$ cat src/verilog/daq_seq_pkg.sv
// Shared constants and types for the acquire-and-convert sequencer.
package daq_seq_pkg;

    // Clock and timing.
    localparam int CLK_MHZ = 125;
    localparam int NS_PER_US = 1000;
    localparam int US_CYC = (NS_PER_US * CLK_MHZ) / NS_PER_US;
    localparam int ACQ_BASE_US = 9;
    localparam int ACQ_OHMS_PER_US = 1000;
    localparam int CONV_MAX_NS = 10000;
    localparam int CONV_MAX_CYC = (CONV_MAX_NS * CLK_MHZ) / NS_PER_US;
    localparam int RES_BITS = 12;
    localparam int CONV_STEP_CYC = CONV_MAX_CYC / RES_BITS;

    // Register byte offsets.
    localparam logic [3:0] REG_CTRL_OFS = 4'h0;
    localparam logic [3:0] REG_STATUS_OFS = 4'h4;
    localparam logic [3:0] REG_RESULT_OFS = 4'h8;
    localparam logic [3:0] REG_COUNT_OFS = 4'hc;

    // Control register fields.
    localparam int CTRL_BIPOLAR_BIT = 0;
    localparam int CTRL_SOFT_TRIG_BIT = 1;
    localparam int CTRL_ACQ_EXTRA_LSB = 8;
    localparam int ACQ_EXTRA_W = 8;

    // Status register fields.
    localparam int STAT_EOC_BIT = 0;
    localparam int STAT_STATE_LSB = 1;
    localparam int STAT_CHAN_LSB = 4;
    localparam int STAT_MUX_EN_BIT = 8;

    // Result register fields.
    localparam int RES_CHAN_LSB = 16;

    // Reset values.
    localparam logic [11:0] RESULT_RST = 12'h000;
    localparam logic [3:0] CHAN_RST = 4'h0;
    localparam logic BIPOLAR_RST = 1'b0;
    localparam logic [11:0] BIPOLAR_MSB_MASK = 12'h800;

    typedef enum logic [1:0] {
        ST_IDLE = 2'b00,
        ST_ACQ = 2'b01,
        ST_CONV = 2'b10
    } seq_state_t;

endpackage

$ cat src/verilog/tick_divider.sv
// Clock-enable divider: one-cycle tick every PERIOD cycles while enabled.
`timescale 1ns/10ps
module tick_divider #(
    parameter int PERIOD = 125
) (
    input wire logic clk_i,   // System clock.
    input wire logic rst_n_i, // Asynchronous reset, active low.
    input wire logic en_i,    // Run enable; low restarts the count.
    output logic tick_o       // One-cycle pulse each period.
);
    localparam int CW = (PERIOD > 1) ? $clog2(PERIOD) : 1;
    localparam logic [CW-1:0] LAST = CW'(PERIOD - 1);

    logic [CW-1:0] cnt_reg;

    generate
        if (PERIOD < 1) begin : g_bad
            $error("tick_divider PERIOD must be at least 1");
        end
    endgenerate

    // Restarting on enable keeps the first tick a full period after start.
    always_ff @(posedge clk_i or negedge rst_n_i) begin
        if (!rst_n_i) begin
            cnt_reg <= '0;
        end else if (!en_i || cnt_reg == LAST) begin
            cnt_reg <= '0;
        end else begin
            cnt_reg <= cnt_reg + 1'b1;
        end
    end

    assign tick_o = en_i && (cnt_reg == LAST);
endmodule // tick_divider

$ cat src/verilog/daq_acquire_convert_sequencer.sv
// Acquire-then-convert sequencer with channel addressing and an Avalon-MM register port.
//
// How it works
// - Trigger falling edge starts acquisition, status low.
// - One-shot expiry: hold, clock on, start, status high.
// - Conversion ends within 10 us, status low.
// - Status low: result valid, sampler ready again.
// - Each trigger edge while idle runs one conversion; edges during acquisition or conversion are ignored.
// - Acquisition 9 us plus 1 us per kilohm.
// - Throughput is acquisition plus conversion period.
// - Channel-reset low returns address to channel 0.
// - Current channel address always shown on readback.
// - Unipolar results are straight binary.
// - Bipolar results are offset binary.
// - Address weighting 8,4,2,1; eight channels use three.
// - Load low captures address pins at trigger edge.
// - Sequential mode increments address at trigger edge.
// - Each result nibble driven only while enabled.
//
// The Avalon-MM interface to the registers and the address map were left to the implementer.
`timescale 1ns/10ps
module daq_acquire_convert_sequencer
    import daq_seq_pkg::*;
#(
    parameter int NUM_CHAN = 16,
    parameter int ACQ_DELAY_OHMS = 0
) (
    input wire logic CLK_I,                 // System clock, 125 MHz.
    input wire logic RESET_N_I,             // Asynchronous reset, active low.
    input wire logic STROBE_N_I,            // Conversion trigger, falling edge acts.
    input wire logic LOAD_N_I,              // Low: random address mode.
    input wire logic CLEAR_N_I,             // Low: next trigger resets to channel 0.
    input wire logic MUX_EN_I,              // High connects the addressed channel.
    input wire logic [3:0] CHAN_ADDR_I,     // Channel address in, bit3 weighs 8.
    input wire logic [2:0] OE_N_I,          // Nibble output enables, active low.
    input wire logic [11:0] SAMPLE_I,       // Converter input code, signed if bipolar.
    output logic EOC_O,                     // Conversion status, high while converting.
    output logic [3:0] CHAN_ADDR_O,         // Channel address readback.
    output logic [15:0] CHAN_SEL_O,         // One-hot channel switch drive.
    output logic HOLD_O,                    // Sampler in hold.
    output logic CONV_CLK_EN_O,             // Internal conversion clock gate.
    output logic CONV_START_O,              // One-cycle start-convert pulse.
    output logic [11:0] DATA_O,             // Result data.
    output logic [11:0] DATA_OE_N_O,        // Result pin enables, low drives.
    input wire logic [3:0] avs_address,     // Avalon byte address.
    input wire logic avs_read,              // Avalon read.
    input wire logic avs_write,             // Avalon write.
    input wire logic [31:0] avs_writedata,  // Avalon write data.
    output logic [31:0] avs_readdata,       // Avalon read data.
    output logic avs_waitrequest            // Avalon wait request.
);

    ////////////////////////////////////////////////////////////////////////////
    // Register map, 32-bit words only, no byte enables.
    // CTRL rw: [0] bipolar coding, [1] soft trigger (reads 0), [15:8] extra us.
    // STATUS ro: [0] status, [2:1] state, [7:4] channel, [8] mux enable pin.
    // RESULT ro: [11:0] last result, [19:16] its channel.
    // COUNT ro: [15:0] conversions done, wraps at the top.
    // Unmapped reads return zero and writes to read-only words are dropped.

    // Wide enough for the base time plus the largest extra time.
    localparam int ACQ_CNT_W = 9;
    localparam logic [ACQ_EXTRA_W-1:0] ACQ_EXTRA_RST =
        ACQ_EXTRA_W'(ACQ_DELAY_OHMS / ACQ_OHMS_PER_US);
    localparam logic [3:0] CHAN_MASK = 4'(NUM_CHAN - 1);
    localparam logic [3:0] STEP_LAST = 4'(RES_BITS - 1);

    generate
        if (NUM_CHAN != 8 && NUM_CHAN != 16) begin : g_bad_chan
            $error("NUM_CHAN must be 8 or 16");
        end
        if (ACQ_DELAY_OHMS < 0 || ACQ_DELAY_OHMS / ACQ_OHMS_PER_US > 255) begin : g_bad_acq
            $error("ACQ_DELAY_OHMS out of range");
        end
        if (US_CYC < 1 || CONV_STEP_CYC < 1) begin : g_bad_clk
            $error("clock too slow for the microsecond and step ticks");
        end
        if (CONV_STEP_CYC * RES_BITS > CONV_MAX_CYC) begin : g_bad_conv
            $error("conversion steps exceed the conversion limit");
        end
        if (ACQ_BASE_US + 255 >= (1 << ACQ_CNT_W)) begin : g_bad_acq_w
            $error("acquisition counter too narrow");
        end
        if (RES_BITS != 12) begin : g_bad_res
            $error("step counter and result are sized for 12 bits");
        end
    endgenerate

    typedef struct packed {
        // Sequencer.
        seq_state_t st;
        logic strobe_prev;
        logic [3:0] chan;
        logic [15:0] chan_sel;
        logic eoc;
        logic hold;
        logic clk_en;
        logic conv_start;
        logic [ACQ_CNT_W-1:0] acq_us;

        // Converter.
        logic [11:0] held;
        logic [11:0] sar;
        logic [3:0] step;
        logic [11:0] result;
        logic [3:0] result_chan;
        logic [11:0] oe_n;

        // Register file and bus.
        logic bipolar;
        logic [ACQ_EXTRA_W-1:0] acq_extra;
        logic [15:0] conv_cnt;
        logic wait_req;
        logic [31:0] rdata;
    } seq_regs_t;

    seq_regs_t s_reg;
    seq_regs_t s_next;

    // One-cycle enables from the dividers; no second clock exists.
    logic us_tick;
    logic step_tick;

    ////////////////////////////////////////////////////////////////////////////
    // Microsecond one-shot base and gated conversion clock.
    tick_divider #(.PERIOD(US_CYC)) u_us_tick (
        .clk_i(CLK_I),
        .rst_n_i(RESET_N_I),
        .en_i(s_reg.st == ST_ACQ),
        .tick_o(us_tick)
    );

    // The step tick only runs while the conversion clock is gated on.
    tick_divider #(.PERIOD(CONV_STEP_CYC)) u_conv_clk (
        .clk_i(CLK_I),
        .rst_n_i(RESET_N_I),
        .en_i(s_reg.clk_en),
        .tick_o(step_tick)
    );

    ////////////////////////////////////////////////////////////////////////////
    always_comb begin
        logic trig;
        logic bus_req;
        logic bus_wr;
        logic [3:0] new_chan;
        logic [ACQ_CNT_W-1:0] acq_target;
        logic [11:0] coded;
        trig = 1'b0;
        bus_req = avs_read || avs_write;
        bus_wr = 1'b0;
        new_chan = s_reg.chan;
        // The extra time stands for the external delay resistance, one us per kilohm.
        acq_target = ACQ_CNT_W'(ACQ_BASE_US) + ACQ_CNT_W'(s_reg.acq_extra);

        // Bipolar samples arrive as two's complement; flipping the MSB gives offset binary.
        if (s_reg.bipolar) begin
            coded = SAMPLE_I ^ BIPOLAR_MSB_MASK;
        end else begin
            coded = SAMPLE_I;
        end

        s_next = s_reg;
        s_next.strobe_prev = STROBE_N_I;
        s_next.conv_start = 1'b0;

        ////////////////////////////////////////////////////////////////////////
        // Bus: one wait cycle, then waitrequest low for exactly one cycle.
        // The master holds its request through the wait cycle, so the decode
        // below runs once per access and the answer is registered with the
        // acknowledge.
        s_next.wait_req = 1'b1;
        if (bus_req && s_reg.wait_req) begin
            s_next.wait_req = 1'b0;
            // Read data is registered so it stands with waitrequest low.
            s_next.rdata = 32'h0000_0000;
            if (avs_address == REG_CTRL_OFS) begin
                s_next.rdata[CTRL_BIPOLAR_BIT] = s_reg.bipolar;
                s_next.rdata[CTRL_ACQ_EXTRA_LSB +: ACQ_EXTRA_W] = s_reg.acq_extra;
            end else if (avs_address == REG_STATUS_OFS) begin
                s_next.rdata[STAT_EOC_BIT] = s_reg.eoc;
                s_next.rdata[STAT_STATE_LSB +: 2] = s_reg.st;
                s_next.rdata[STAT_CHAN_LSB +: 4] = s_reg.chan;
                s_next.rdata[STAT_MUX_EN_BIT] = MUX_EN_I;
            end else if (avs_address == REG_RESULT_OFS) begin
                s_next.rdata[11:0] = s_reg.result;
                s_next.rdata[RES_CHAN_LSB +: 4] = s_reg.result_chan;
            end else if (avs_address == REG_COUNT_OFS) begin
                s_next.rdata[15:0] = s_reg.conv_cnt;
            end
        end

        // A write lands only in the acknowledge cycle, so it is never applied twice.
        bus_wr = avs_write && !s_reg.wait_req;
        if (bus_wr && avs_address == REG_CTRL_OFS) begin
            s_next.bipolar = avs_writedata[CTRL_BIPOLAR_BIT];
            s_next.acq_extra = avs_writedata[CTRL_ACQ_EXTRA_LSB +: ACQ_EXTRA_W];
            // The soft trigger is a one-cycle strobe and reads back as zero.
            trig = avs_writedata[CTRL_SOFT_TRIG_BIT];
        end

        ////////////////////////////////////////////////////////////////////////
        // Pin trigger acts on its falling edge only.
        if (s_reg.strobe_prev && !STROBE_N_I) begin
            trig = 1'b1;
        end


        ////////////////////////////////////////////////////////////////////////
        case (s_reg.st)
            ST_IDLE: begin
                // Edges during a running sequence are ignored: one conversion per edge.
                if (trig) begin
                    // Clear overrides load; load overrides the sequential step.
                    if (!CLEAR_N_I) begin
                        new_chan = CHAN_RST;
                    end else if (!LOAD_N_I) begin
                        new_chan = CHAN_ADDR_I & CHAN_MASK;
                    end else begin
                        new_chan = (s_reg.chan + 4'h1) & CHAN_MASK;
                    end
                    s_next.chan = new_chan;
                    s_next.st = ST_ACQ;
                    s_next.eoc = 1'b0;
                    s_next.hold = 1'b0;
                    s_next.acq_us = '0;
                end
            end

            ST_ACQ: begin
                // The divider restarts on entry, so every counted microsecond is whole.
                if (us_tick) begin
                    s_next.acq_us = s_reg.acq_us + 1'b1;
                    if (s_reg.acq_us + 1'b1 == acq_target) begin
                        s_next.st = ST_CONV;
                        s_next.hold = 1'b1;
                        s_next.clk_en = 1'b1;
                        s_next.conv_start = 1'b1;
                        s_next.eoc = 1'b1;
                        // The sample is frozen here; later input changes cannot reach it.
                        s_next.held = coded;
                        s_next.sar = 12'h000;
                        s_next.step = STEP_LAST;
                    end
                end
            end

            ST_CONV: begin
                // Twelve steps of the gated clock fit inside the conversion limit.
                // Bits are resolved from the top down, one per step tick.
                if (step_tick) begin
                    s_next.sar[s_reg.step] = s_reg.held[s_reg.step];
                    s_next.step = s_reg.step - 4'h1;
                    if (s_reg.step == 4'h0) begin
                        s_next.st = ST_IDLE;
                        s_next.eoc = 1'b0;
                        s_next.clk_en = 1'b0;
                        s_next.hold = 1'b0;
                        // The last step's bit is merged straight into the result.
                        s_next.result = s_reg.sar | (s_reg.held & 12'h001);
                        s_next.result_chan = s_reg.chan;
                        s_next.conv_cnt = s_reg.conv_cnt + 16'h0001;
                    end
                end
            end
            default: begin
                s_next.st = ST_IDLE;
            end
        endcase


        ////////////////////////////////////////////////////////////////////////
        // Switch drive follows the address being loaded, so both change at one edge.
        s_next.chan_sel = 16'h0000;
        if (MUX_EN_I) begin
            s_next.chan_sel[s_next.chan] = 1'b1;
        end

        // Each nibble's enable is registered, so its pins follow one cycle later.
        s_next.oe_n[3:0] = {4{OE_N_I[0]}};
        s_next.oe_n[7:4] = {4{OE_N_I[1]}};
        s_next.oe_n[11:8] = {4{OE_N_I[2]}};
    end

    ////////////////////////////////////////////////////////////////////////////
    // Reset loads constants only; afterwards the struct registers as a whole.
    always_ff @(posedge CLK_I or negedge RESET_N_I) begin
        if (!RESET_N_I) begin
            s_reg.st <= ST_IDLE;
            s_reg.strobe_prev <= 1'b1;
            s_reg.chan <= CHAN_RST;
            s_reg.chan_sel <= 16'h0000;
            s_reg.eoc <= 1'b0;
            s_reg.hold <= 1'b0;
            s_reg.clk_en <= 1'b0;
            s_reg.conv_start <= 1'b0;
            s_reg.acq_us <= '0;

            s_reg.held <= RESULT_RST;
            s_reg.sar <= RESULT_RST;
            s_reg.step <= 4'h0;
            s_reg.result <= RESULT_RST;
            s_reg.result_chan <= CHAN_RST;
            s_reg.oe_n <= 12'hfff;

            s_reg.bipolar <= BIPOLAR_RST;
            s_reg.acq_extra <= ACQ_EXTRA_RST;
            s_reg.conv_cnt <= 16'h0000;
            s_reg.wait_req <= 1'b1;
            s_reg.rdata <= 32'h0000_0000;
        end else begin
            s_reg <= s_next;
        end
    end

    ////////////////////////////////////////////////////////////////////////////
    // Every output is a field of the state register, so none is combinational.
    assign EOC_O = s_reg.eoc;
    assign CHAN_ADDR_O = s_reg.chan;
    assign CHAN_SEL_O = s_reg.chan_sel;
    assign HOLD_O = s_reg.hold;
    assign CONV_CLK_EN_O = s_reg.clk_en;
    assign CONV_START_O = s_reg.conv_start;
    assign DATA_O = s_reg.result;
    assign DATA_OE_N_O = s_reg.oe_n;
    assign avs_readdata = s_reg.rdata;
    assign avs_waitrequest = s_reg.wait_req;

endmodule // daq_acquire_convert_sequencer

$ cat config.mk
export PLATFORM = sky130hd
export DESIGN_NAME = daq_acquire_convert_sequencer
export DESIGN_NICKNAME = d
export VERILOG_FILES = /design/src/verilog/daq_seq_pkg.sv /design/src/verilog/tick_divider.sv /design/src/verilog/daq_acquire_convert_sequencer.sv
export SDC_FILE = /design/constraint.sdc
export NUM_CORES = 1
export LEC_CHECK = 0
export BUFFER_PORTS_ARGS = -buffer_cell sky130_fd_sc_hd__buf_2
export CAP_MARGIN = 25
export CORE_MARGIN = 5
export CORE_UTILIZATION = 60
export DETAILED_ROUTE_END_ITERATION = 6
export PLACE_DENSITY = 0.82
export SYNTH_ARGS = -nofsm -noshare
export SYNTH_HDL_FRONTEND = slang
export SYNTH_SLANG_ARGS = --single-unit
export TNS_END_PERCENT = 1
$ cat constraint.sdc
create_clock -name CLK_I -period 6.2 [get_ports CLK_I]
set_input_delay 0.62 -clock CLK_I [delete_from_list [all_inputs] [get_ports CLK_I]]
set_output_delay 0.62 -clock CLK_I [all_outputs]
set_load 0.01 [all_outputs]
Word level (Yosys, flattened, before mapping)
Cells that the tools add are included.
{"block": "word_totals", "mem_bits_ro": 0, "latch_bits": 0, "wordCells": 126, "mem_bits_rw": 0, "inputBits": 63, "out_inout_bits": 81, "memories": 0, "register_bits": 149}
{"block": "classes", "multipliers": 0, "bitwise_logic": 2, "shift": 0, "magnitude_cmp": 4, "eq_ne": 13, "div": 0, "n_reduce_logical": 28, "add_sub_neg": 7, "n_mux": 50}
{"op": "16-bit two-way mux", "n": 3}
{"op": "41-bit two-way mux", "n": 1}
{"op": "33-bit two-way mux", "n": 1}
{"op": "32-bit two-way mux", "n": 1}
{"op": "4-bit two-way mux", "n": 8}
{"op": "16-bit case mux with 2 select lines", "n": 1}
{"op": "28-bit two-way mux", "n": 1}
{"op": "12-bit two-way mux", "n": 2}
{"op": "7-bit two-way mux", "n": 3}
{"op": "9-bit case mux with 2 select lines", "n": 1}
{"op": "16-bit by 1-bit adder with 16-bit output (second input constant)", "n": 1}
{"op": "7-bit by 1-bit adder with 7-bit output (second input constant)", "n": 2}
{"op": "7-bit equality test (second input constant)", "n": 2}
{"op": "12-bit bitwise mux", "n": 1}
{"op": "2-bit two-way mux", "n": 6}
{"op": "12-bit by 1-bit bitwise OR with 12-bit output", "n": 1}
{"op": "2-bit case mux with 3 select lines", "n": 2}
{"op": "11-bit two-way mux", "n": 1}
{"op": "4-bit by 5-bit less-than comparator with 1-bit output (second input constant)", "n": 2}
{"op": "2-bit != test (second input constant)", "n": 5}
{"op": "5-bit AND reduction", "n": 2}
{"op": "4-bit by 8-bit adder with 9-bit output (first input constant)", "n": 1}
{"op": "9-bit by 1-bit adder with 9-bit output (second input constant)", "n": 1}
{"op": "9-bit equality test", "n": 1}
{"op": "26 further kinds", "n": 54}

Logic depth before layout (Yosys ltp)
Gate-level depths: netlist of the first run.
{"block": "depth", "ltp_word": 12, "mapped_depth": 9, "mapped_depth_nobuf": 8}

By module
From an unflattened synthesis of the first run, not the netlist that was laid out.
{"block": "hier_totals", "cells_unflattened": 723, "hier_area_um2": 7390.8}
{"module": "daq_acquire_convert_sequencer", "n_inst": 1, "cells_each": 653, "area_each_um2": 6683.9, "seq_area_each_um2": 3209.3}
{"module": "tick_divider at u_conv_clk", "n_inst": 1, "cells_each": 34, "area_each_um2": 354.1, "seq_area_each_um2": 175.2}
{"module": "tick_divider at u_us_tick", "n_inst": 1, "cells_each": 36, "area_each_um2": 352.8, "seq_area_each_um2": 175.2}

Worst setup path after synthesis of the first run
Ideal clock, no wire load.
{"block": "synth_path", "path_type": "input -> register", "start": "in avs_address[1]", "end": "reg s_reg, in the netlist CHAN_SEL_O[0]", "arrival_ns": 2.362, "setup_slack_ns": 3.765, "setup_ns": 0.073, "required_ns": 6.127, "cell_stages": 7, "path_buffers": 0, "path_cell_list": "nor4_4 -> a41oi_2 -> nor3_4 -> mux2i_1 -> inv_1 -> or3_1 -> nor2_1"}
{"item": "start: declaration", "line_no": "daq_acquire_convert_sequencer.sv:45", "text": "input wire logic [3:0] avs_address,"}
{"item": "end signal: assignment", "line_no": "daq_acquire_convert_sequencer.sv:312", "text": "s_reg <= s_next;"}
{"item": "end: declaration", "line_no": "daq_acquire_convert_sequencer.sv:117", "text": "seq_regs_t s_reg;"}

Final worst setup path of the first run
{"block": "layout_path", "start": "reg s_reg[149] (netlist bit)", "end": "reg s_reg[89] (netlist bit)"}
{"block": "layout_between", "elab_chain_cells": 4}
{"item": "2-bit by 1-bit equality test with 1-bit output", "line_no": "daq_acquire_convert_sequencer.sv:129, daq_acquire_convert_sequencer.sv:210"}
{"item": "1-bit logical AND", "line_no": "tick_divider.sv:33", "text": "assign tick_o = en_i && (cnt_reg == LAST);"}
{"item": "2-bit != test (no source line)"}
{"item": "4-bit AND reduction (no source line)"}
Several ways; a longest one is shown, not always the timed one.
A chain may end at the register's enable or synchronous reset.

==> run metrics, run 1 <==
RSZ-0062 raised after global routing no; Reg-to-Reg Start s_reg[149]$_DFFE_PN0P_; clk buf depth 2; vias per cell 5.65; register area ~3600 um2; number of global-route vias before repair roughly 5000; Detailed Route Iter0 Violations roughly 400; CP max stage delay about 0.7 ns; initial antenna violation count 0; ANT cells 0; Syn Area/Cell approximately 11 um2; hold_buf cts 0; worst vdd ir 274 uV; Post-layout nets 824; fraction of registers with async set/reset between 90% and 100%; max cap viols 0; Setup TNS 0 ns; Die H 121 um; area grow syn2layout 9.79%; fillers 930; Critical Path End Type flop; core area 12100 um2; DRC Markers 0; Max Slew Vio Count 0; DR WL/cell 17.0 um; IO buf count between 100 and 150; Post-DRT Antenna Nets 0; CTS Root Cell clkbuf_16; CTS Buf Count 17; sequential-to-total area share from yosys stat between 40% and 50%; Design Power ~2.4 mW; ys flop type dfrtp_1; WL final between 15 and 20 mm; Worst Tran Pin Value 0.899 ns; worst reg2reg endpoint s_reg[89]$_DFFE_PN0P_; Crit Path Category reg -> reg; outcome finished clean; post-cts sizing count 0; DR pass1 iterations 5; Setup Fix Bufs, Post-CTS 0; Initial Utilization between 60% and 70%; footprint of the multi-input gates ~3100 um2; Hold Path Class in -> async; CP startpoint kind flop; Buf+Inv Stages, Crit Path 0; CP delay by family, top simple AND/OR/NAND/NOR gates; Vias 5257; max reg flops ~70; GRT Overall Usage around 22%; R2R Setup Slk between 3 and 4 ns; Tmin final 2.91 ns; DIE AREA about 15000 um2; TritonCTS clock tree yes; chip width about 120 um; worst-path maximum fanout 21; Pleak about 4 nW; Routability Congestion between 0.8 and 0.9; clk sinks 142; number of synthesized flops with an enable pin 0; R2R depth 6; CP arrival between 3 and 4 ns; top cell type's share of synthesized area roughly 46%; largest net degree at the start of global routing between 70 and 80; Setup Viol. Count Final 0; Worst path slowest cell or4_1; Max-slew headroom approximately two fifths; Mapped Cells 708; Max H-tree Level 4; first-pass GRT wire length approximately 26 mm; worst skew pair latency around 0.42 ns; Synth area leader dfrtp_1; row cnt 40; Required @ worst endpoint 6.49 ns; layout cell share with drive strength beyond 1 roughly 28%; Yosys warning total 0; cell area after synthesis around 7500 um2; ranking of synthesized cells by area dfrtp_1 (46%), buf_4 (8.0%), mux2_2 (4.7%); HPWL after DPL 11.5 mm; power per cell area about 290 nW/um2; # IOs ~140; Period Utilization, post-route a little under half; fmax about 340 MHz; worst path cell trace nor2b_1, nand4_1, or4_1, nand3_1, o21ai_0, or3b_1; synthesized flop and latch total between 100 and 150; total grt overflow 0; final hold viol count 0; Max Clock Skew around 0.012 ns; Netlist cell types 70; Reg clk slew, reported paths approximately 0.060 ns
==> synthesized netlist by cell type (all sizes together) (3+ instances only) <==
cell type,n
a21oi,20
a221oi,7
a22oi,7
a31oi,3
and2,8
and3,14
and4,3
buf,88
clkbuf,13
dfrtp,137
dfstp,5
ha,11
inv,25
mux2,43
mux2i,6
mux4,5
nand2,62
nand2b,4
nand3,27
nand4,6
nor2,64
nor2b,9
nor3,12
nor4,3
o211ai,8
o21ai,39
o31ai,4
or3,5
xnor2,21
xnor3,3
xor2,16
==> worst max path at each step <==
| stage | startpoint | to | slack, ns | cells past startpoint |
|---|---|---|---|---|
| 5_1_grt | s_reg[149]$_DFFE_PN0P_ | s_reg[89]$_DFFE_PN0P_ | 3.00 | 6 |
| 3_3_place_gp | avs_address[3] | CHAN_SEL_O[1]$_DFF_PN0_ | 3.28 | 8 |
| 2_1_floorplan | avs_address[1] | CHAN_SEL_O[0]$_DFF_PN0_ | 3.77 | 7 |
| 6_report | s_reg[149]$_DFFE_PN0P_ | s_reg[89]$_DFFE_PN0P_ | 3.29 | 6 |
| 4_1_cts | s_reg[149]$_DFFE_PN0P_ | s_reg[89]$_DFFE_PN0P_ | 3.31 | 6 |
| 3_5_place_dp | avs_address[3] | CHAN_SEL_O[4]$_DFF_PN0_ | 3.14 | 8 |
==> per-stage QoR <==
stage | hold slack, ns | util (%) | instance area [um2] | worst slack, ns | cells
6_report | 0.197 | 67.6 | 8180 | 3.29 | 931
5_1_grt | 0.243 | 67.6 | 8180 | 3.00 | 931
4_1_cts | 0.217 | 67.6 | 8180 | 3.31 | 931
3_5_place_dp | 0.455 | 62.6 | 7580 | 3.14 | 899
3_3_place_gp | 0.446 | 62.6 | 7580 | 3.28 | 899
2_1_floorplan | 0.324 | - | 7500 | 3.77 | 719
==> cell families (layout without fill, tap and decap cells) <==
group                      Yosys count  count (layout)  share of synthesized area (%)
AOI/OAI and AO/OA                  108             108                           9.87
xor gates and xnor gates            41              41                           5.59
adders and majority gates           11              11                           1.85
and+or+nand+nor                    225             225                           14.9
DFF                                142             142                           47.8
buffers and inverters              126             170                           10.7
other                                1              12                         0.0503
muxes                               54              54                           9.26
==> layer usage <==
metal,wire length [um],track usage (%),up-vias,share of wire (%)
met2,7800,36.9,197,49
li1,-,-,2458,-
met4,206,6.58,0,1.3
met5,0,0,-,0
met1,6660,29.4,2581,42
met3,1130,5.59,21,7.2
==> cell type report <==
cell class	instances	area share [%]
clock buffers	20	5.70
well taps	168	2.57
repair buffers	113	7.11
clock inverters	12	1.64
inverters	25	1.15
flip-flops and latches	142	43.5
multi-input cells	451	38.3
==> report_power, final <==
part | switching (mW) | internal, mW | total [mW]
Clock | 0.394 | 0.625 | 1.02
Sequential | 0.0705 | 0.989 | 1.06
Combinational | 0.162 | 0.131 | 0.292
==> cells in the final DEF, fill, tap and decap left out, drive strengths merged, types with 4 or more instances in the layout <==
master	netlist	layout
dfrtp	137	137
buf	88	113
nor2	64	64
nand2	62	62
mux2	43	43
o21ai	39	39
nand3	27	27
inv	25	27
xnor2	21	21
a21oi	20	20
clkbuf	13	20
xor2	16	16
and3	14	14
conb	1	12
nor3	12	12
ha	11	11
nor2b	9	9
o211ai	8	8
and2	8	8
a22oi	7	7
a221oi	7	7
mux2i	6	6
nand4	6	6
dfstp	5	5
or3	5	5
mux4	5	5
clkinvlp	0	5
nand2b	4	4
o31ai	4	4
Power figures use the tool's default switching activity.
==> run 2, diff against run 1 <==
- CORE_UTILIZATION: 60 -> 56
- PLACE_DENSITY: 0.82 -> 0.77
- clock period: 6.2 -> 3 ns (I/O delays scaled with it)
==> run metrics, run 2 (synthesized netlist as in run 1, its figures left out) <==
Setup Fix Bufs, Post-CTS 0 (unchanged); Max Clock Skew 0.00747 ns (-0.00449 ns); Design Power 4.89 mW (+110%); clk sinks 142 (unchanged); Vias 5282 (+0.48%); CP arrival 3.03 ns (-0.16 ns); M1 wire length 6.94 mm (+4.2%); fmax 366 MHz (+6.5%); Worst Tran Pin Value 0.659 ns (-0.241 ns); largest net degree at the start of global routing 77 (+1.3%); area grow syn2layout 11.4%; footprint of the multi-input gates 3140 um2 (unchanged); Pleak 4.04 nW (+1.2%); worst vdd ir 565 uV (+110%); CTS Root Cell clkbuf_16; Hold Path Class in -> reg; Post-layout nets 835 (+1.3%); Crit Path Category reg -> reg; Detailed Route Iter0 Violations 387 (-3.5%); power per cell area 588 nW/um2 (+100%); Initial Utilization 56.7% (-4.8 points); IO buf count 109 (unchanged); DR WL/cell 17.1 um (+0.72%); DRC Markers 0 (unchanged); WL final 16.2 mm (+2.8%); ANT cells 0 (unchanged); worst-path maximum fanout 20 (-4.8%); post-cts sizing count 0 (unchanged); Final Cell Area 8310 um2 (+1.5%); DR WL met3 1.15 mm (+1.5%); DR pass1 iterations 5 (unchanged); Die H 125 um (+3.2%); Max-slew headroom 56.0% (+16 points); Max Slew Vio Count 0 (unchanged); Required @ worst endpoint 3.30 ns (-3.19 ns); final hold viol count 0 (unchanged); Tmin final 2.73 ns (-0.176 ns); Max H-tree Level 4 (unchanged); CP startpoint kind flop; # IOs 144 (unchanged); HPWL after DPL 11.8 mm (+2.9%); register area 3560 um2 (unchanged); first-pass GRT wire length 27.5 mm (+6.5%); hold_buf cts 5 (+5); Post-DRT Antenna Nets 0 (unchanged); Setup TNS 0 ns (unchanged); R2R Setup Slk 0.27 ns (-3.02 ns); routed wl met2 7.89 mm (+1.2%); vias per cell 5.56 (-1.5%); max cap viols 0 (unchanged); outcome finished clean; Critical Path End Type flop; top sig layer met4; chip width 125 um (+3.2%); RSZ-0062 raised after global routing no; Period Utilization, post-route 91.0% (+44 points); core area 13100 um2 (+8.5%); worst hold slack 0.0965 ns (-0.101 ns); Routability Congestion 0.848 (-3.4%); Setup Viol. Count Final 0 (unchanged); CTS Buf Count 17 (unchanged); row cnt 42 (+5.0%); initial antenna violation count 0 (unchanged); DIE AREA 15700 um2 (+6.5%); most frequent cells in the layout dfrtp_1 (137), buf_2 (108), nor2_1 (64), nand2_1 (62), o21ai_0 (35); worst skew pair latency 0.42 ns (about the same); Reg clk slew, reported paths 0.06 ns (about the same); clk buf depth 2 (unchanged); most common cell after layout, fill and taps aside dfrtp_1; number of global-route vias before repair 5359 (+4.6%); layout cell share with drive strength beyond 1 27.8% (+0.25 points); fillers 1074 (+15%); total grt overflow 0 (unchanged); GRT Overall Usage 21.7% (-0.70 points); TritonCTS clock tree yes; placed cell areas 7660 um2 (+1.1%); max reg flops 69 (unchanged)
run 2: cell type report:
class                   instances  share of cell area, %
multi-input cells             451                   37.8
flip-flops and latches        142                   42.9
clock buffers                  20                   5.50
well taps                     176                   2.65
repair buffers                124                   8.45
inverters                      25                   1.13
clock inverters                12                   1.64
run 2: report_power, final:
part | switching [mW] | total, mW | internal, mW
Combinational | 0.341 | 0.620 | 0.279
Clock | 0.800 | 2.07 | 1.27
Sequential | 0.152 | 2.20 | 2.04
run 2: routing by layer:
layer | vias up | track usage (%)
li1 | 2471 | -
met1 | 2582 | 29.1
met2 | 204 | 34.8
met3 | 25 | 6.27
met4 | 0 | 6.06
met5 | - | 0
run 2: final timing paths:
check,start,endpoint,depth (start not counted)
worst max register to register,s_reg[114]$_DFFE_PN0P_,s_reg[112]$_DFFE_PN0P_,8
worst max-delay path,s_reg[114]$_DFFE_PN0P_,s_reg[112]$_DFFE_PN0P_,8
max in group asynchronous,RESET_N_I,DATA_OE_N_O[8]$_DFF_PN1_,3
worst min register to register,u_conv_clk.cnt_reg[0]$_DFF_PN0_,u_conv_clk.cnt_reg[0]$_DFF_PN0_,1
min in group asynchronous,RESET_N_I,CONV_START_O$_DFF_PN0_,2
worst min-delay path,SAMPLE_I[9],s_reg[111]$_DFFE_PN0P_,2
run 2: per-stage QoR:
step / util (%) / setup slack [ns] / std cells
global route: 63.2 / 0.0703 / 950
detailed placement: 58.3 / 0.334 / 913
global placement: 58.3 / 0.390 / 913
floorplan: - / 0.577 / 719
finish: 63.2 / 0.271 / 950
CTS: 63.2 / 0.273 / 950
run 2: critical path, cell delays in order (launching register included):
cell and delay (ns):
dfrtp_1 0.42, ha_1 0.31, and3_1 0.25, and3_2 0.23, xnor3_2 0.22, o2111ai_2 0.25, nor4_4 0.35, buf_12 0.22
mux2_1 0.33
==> run 3, diff against run 2 <==
- BUFFER_PORTS_ARGS: -buffer_cell sky130_fd_sc_hd__buf_2 -> default
- CORE_UTILIZATION: 56 -> 64
- DONT_BUFFER_PORTS: default -> 1
- PLACE_DENSITY: 0.77 -> 0.76
==> run metrics, run 3 (synthesized netlist as in run 1, its figures left out) <==
CTS Buf Count 17 (unchanged); Comb pwr share 10.0% (-2.7 points); core area 11400 um2 (-13%); chip width 118 um (-5.9%); DRC Markers 0 (unchanged); Vias 4796 (-9.2%); Reg power frac 46.8% (+1.9 points); ANT cells 0 (unchanged); fillers 895 (-17%); Max-slew headroom 53.2% (-2.9 points); worst setup path endpoint s_reg[111]$_DFFE_PN0P_; Max Slew Vio Count 0 (unchanged); initial antenna violation count 0 (unchanged); power per cell area 616 nW/um2 (+4.8%); total grt overflow 0 (unchanged); Setup TNS 0 ns (unchanged); footprint of the multi-input gates 3140 um2 (unchanged); Crit Path Category reg -> reg; R2R depth 8 (unchanged); number of global-route vias before repair 4900 (-8.6%); area grow syn2layout 3.31%; register area 3560 um2 (unchanged); DR pass1 iterations 7 (+2); total stage count of the critical path 8 (unchanged); Required @ worst endpoint 3.30 ns (about the same); Worst Tran Pin Value 0.702 ns (+0.0430 ns); worst skew pair latency 0.42 ns (about the same); failing checks negative hold slack; Max Clock Skew 0.00637 ns (-0.00110 ns); Critical Path Source s_reg[49]$_DFFE_PN0N_; layout cell share with drive strength beyond 1 15.9% (-12 points); CP delay by family, top flip-flops; CP max stage delay 0.48 ns (+0.06 ns); most common cell after layout, fill and taps aside dfrtp_1; post-cts sizing count 0 (unchanged); clk sinks 142 (unchanged); Setup Viol. Count Final 0 (unchanged); max reg flops 69 (unchanged); GRT Overall Usage 22.8% (+1.1 points); clock network power share 43.1% (+0.7 points); NetSw 1.23 mW (-5.0%); DR WL/cell 19.1 um (+12%); Tmin final 2.70 ns (-0.0323 ns); Pleak 3.54 nW (-13%); internal power 3.52 mW (-2.1%); CP startpoint kind flop; Critical Path End Type flop; # IOs 144 (unchanged); R2R Setup Slk 0.30 ns (+0.03 ns); Worst path slowest cell dfrtp_1; RSZ-0062 raised after global routing no; most frequent cells in the layout dfrtp_1 (137), nor2_1 (64), nand2_1 (62), o21ai_0 (35), mux2_2 (31); Buf+Inv Stages, Crit Path 1 (unchanged); hold_buf cts 5 (unchanged); vias per cell 5.93 (+6.6%); final hold viol count 142 (+142); Initial Utilization 65.3% (+8.5 points); fin util 67.4% (+4.2 points); Max H-tree Level 4 (unchanged); Post-layout nets 727 (-13%); Period Utilization, post-route 89.9% (-1.1 points); worst-path maximum fanout 20 (unchanged); Detailed Route Iter0 Violations 374 (-3.4%); outcome finished with violations; Die H 118 um (-5.9%); row cnt 39 (-7.1%); CP arrival 3.00 ns (-0.03 ns); worst reg2reg endpoint s_reg[111]$_DFFE_PN0P_; worst path cell trace ha_1, a21o_1, nand3_1, xnor3_2, o2111ai_2, nor4_4, buf_12, mux2_1; IO buf count 0 (-100%); Setup Fix Bufs, Post-CTS 0 (unchanged); Reg-to-Reg Start s_reg[49]$_DFFE_PN0N_; Reg clk slew, reported paths 0.06 ns (about the same); CTS Root Cell clkbuf_16; Routability Congestion 0.858 (+1.2%); Design Power 4.75 mW (-2.8%); DIE AREA 13900 um2 (-12%); worst vdd ir 649 uV (+15%); clk buf depth 2 (unchanged); Hold Path Class in -> async; WL final 15.5 mm (-4.6%); HPWL after DPL 11.0 mm (-7.2%); Post-DRT Antenna Nets 0 (unchanged); TritonCTS clock tree yes; worst hold slack -0.425 ns (-0.521 ns); fmax 371 MHz (+1.2%); largest net degree at the start of global routing 143 (+86%); Sw Ratio 25.9% (-0.59 points); max cap viols 0 (unchanged); first-pass GRT wire length 25.6 mm (-7.0%)
## run 3: cell types whose count changed in the layout (fill, tap and decap cells not counted), sizes merged
| cell | change |
|---|---|
| dlygate4sd3 | +1 |
| buf | -109 |
| clkinvlp | -2 |
| clkbuf | -1 |
| inv | -1 |
| clkinv | +4 |
## run 3: stage by stage
stage | cells | setup slack, ns | instance area (um2)
3_3_place_gp | 771 | 0.411 | 7060
5_1_grt | 809 | 0.150 | 7700
6_report | 809 | 0.303 | 7700
3_5_place_dp | 771 | 0.305 | 7060
2_1_floorplan | 719 | 0.577 | 7500
4_1_cts | 808 | 0.284 | 7690
## run 3: cell type report
type,instances,share of cell area [%]
Tap cell,143,2.32
Timing Repair Buffer,16,1.92
Multi-Input combinational cell,451,40.7
Clock inverter,13,1.82
Clock buffer,19,5.75
Sequential cell,142,46.2
Inverter,25,1.22
## run 3: how the worst min path moves through the flow
stage                                                end  slack, ns      start
final                     u_us_tick.cnt_reg[4]$_DFF_PN0_      -0.42  RESET_N_I
after global routing              s_reg[117]$_DFFE_PN0P_      -0.44  RESET_N_I
after CTS                         s_reg[119]$_DFFE_PN0P_      -0.44  RESET_N_I
after detailed placement          s_reg[120]$_DFFE_PN0P_       0.01  RESET_N_I
after global placement            s_reg[120]$_DFFE_PN0P_       0.01  RESET_N_I
after floorplan                 CHAN_ADDR_O[0]$_DFF_PN0_      0.004  RESET_N_I
## run 3: worst register-to-register path: stages, from the launching register on
cell	delay, ns
dfrtp_1	0.48
ha_1	0.29
a21o_1	0.21
nand3_1	0.09
xnor3_2	0.40
o2111ai_2	0.23
nor4_4	0.32
buf_12	0.21
mux2_1	0.34
## run 3: routing by layer
metal | vias to the layer above | wire length [um] | track usage (%)
met5 | - | 0 | 0
met4 | 0 | 240 | 6.81
met3 | 28 | 1070 | 7.54
met2 | 155 | 7460 | 36.4
met1 | 2357 | 6720 | 29.8
li1 | 2256 | - | -
## run 3: power groups by stage
stage               sequential (mW)  clock [mW]  combinational (mW)
finish                         2.22        2.05               0.477
global route                   2.24        2.18               0.528
CTS                            2.22        2.08               0.477
detailed placement             2.25           0               0.466
global placement               2.25           0               0.438
floorplan                      2.17           0               0.497
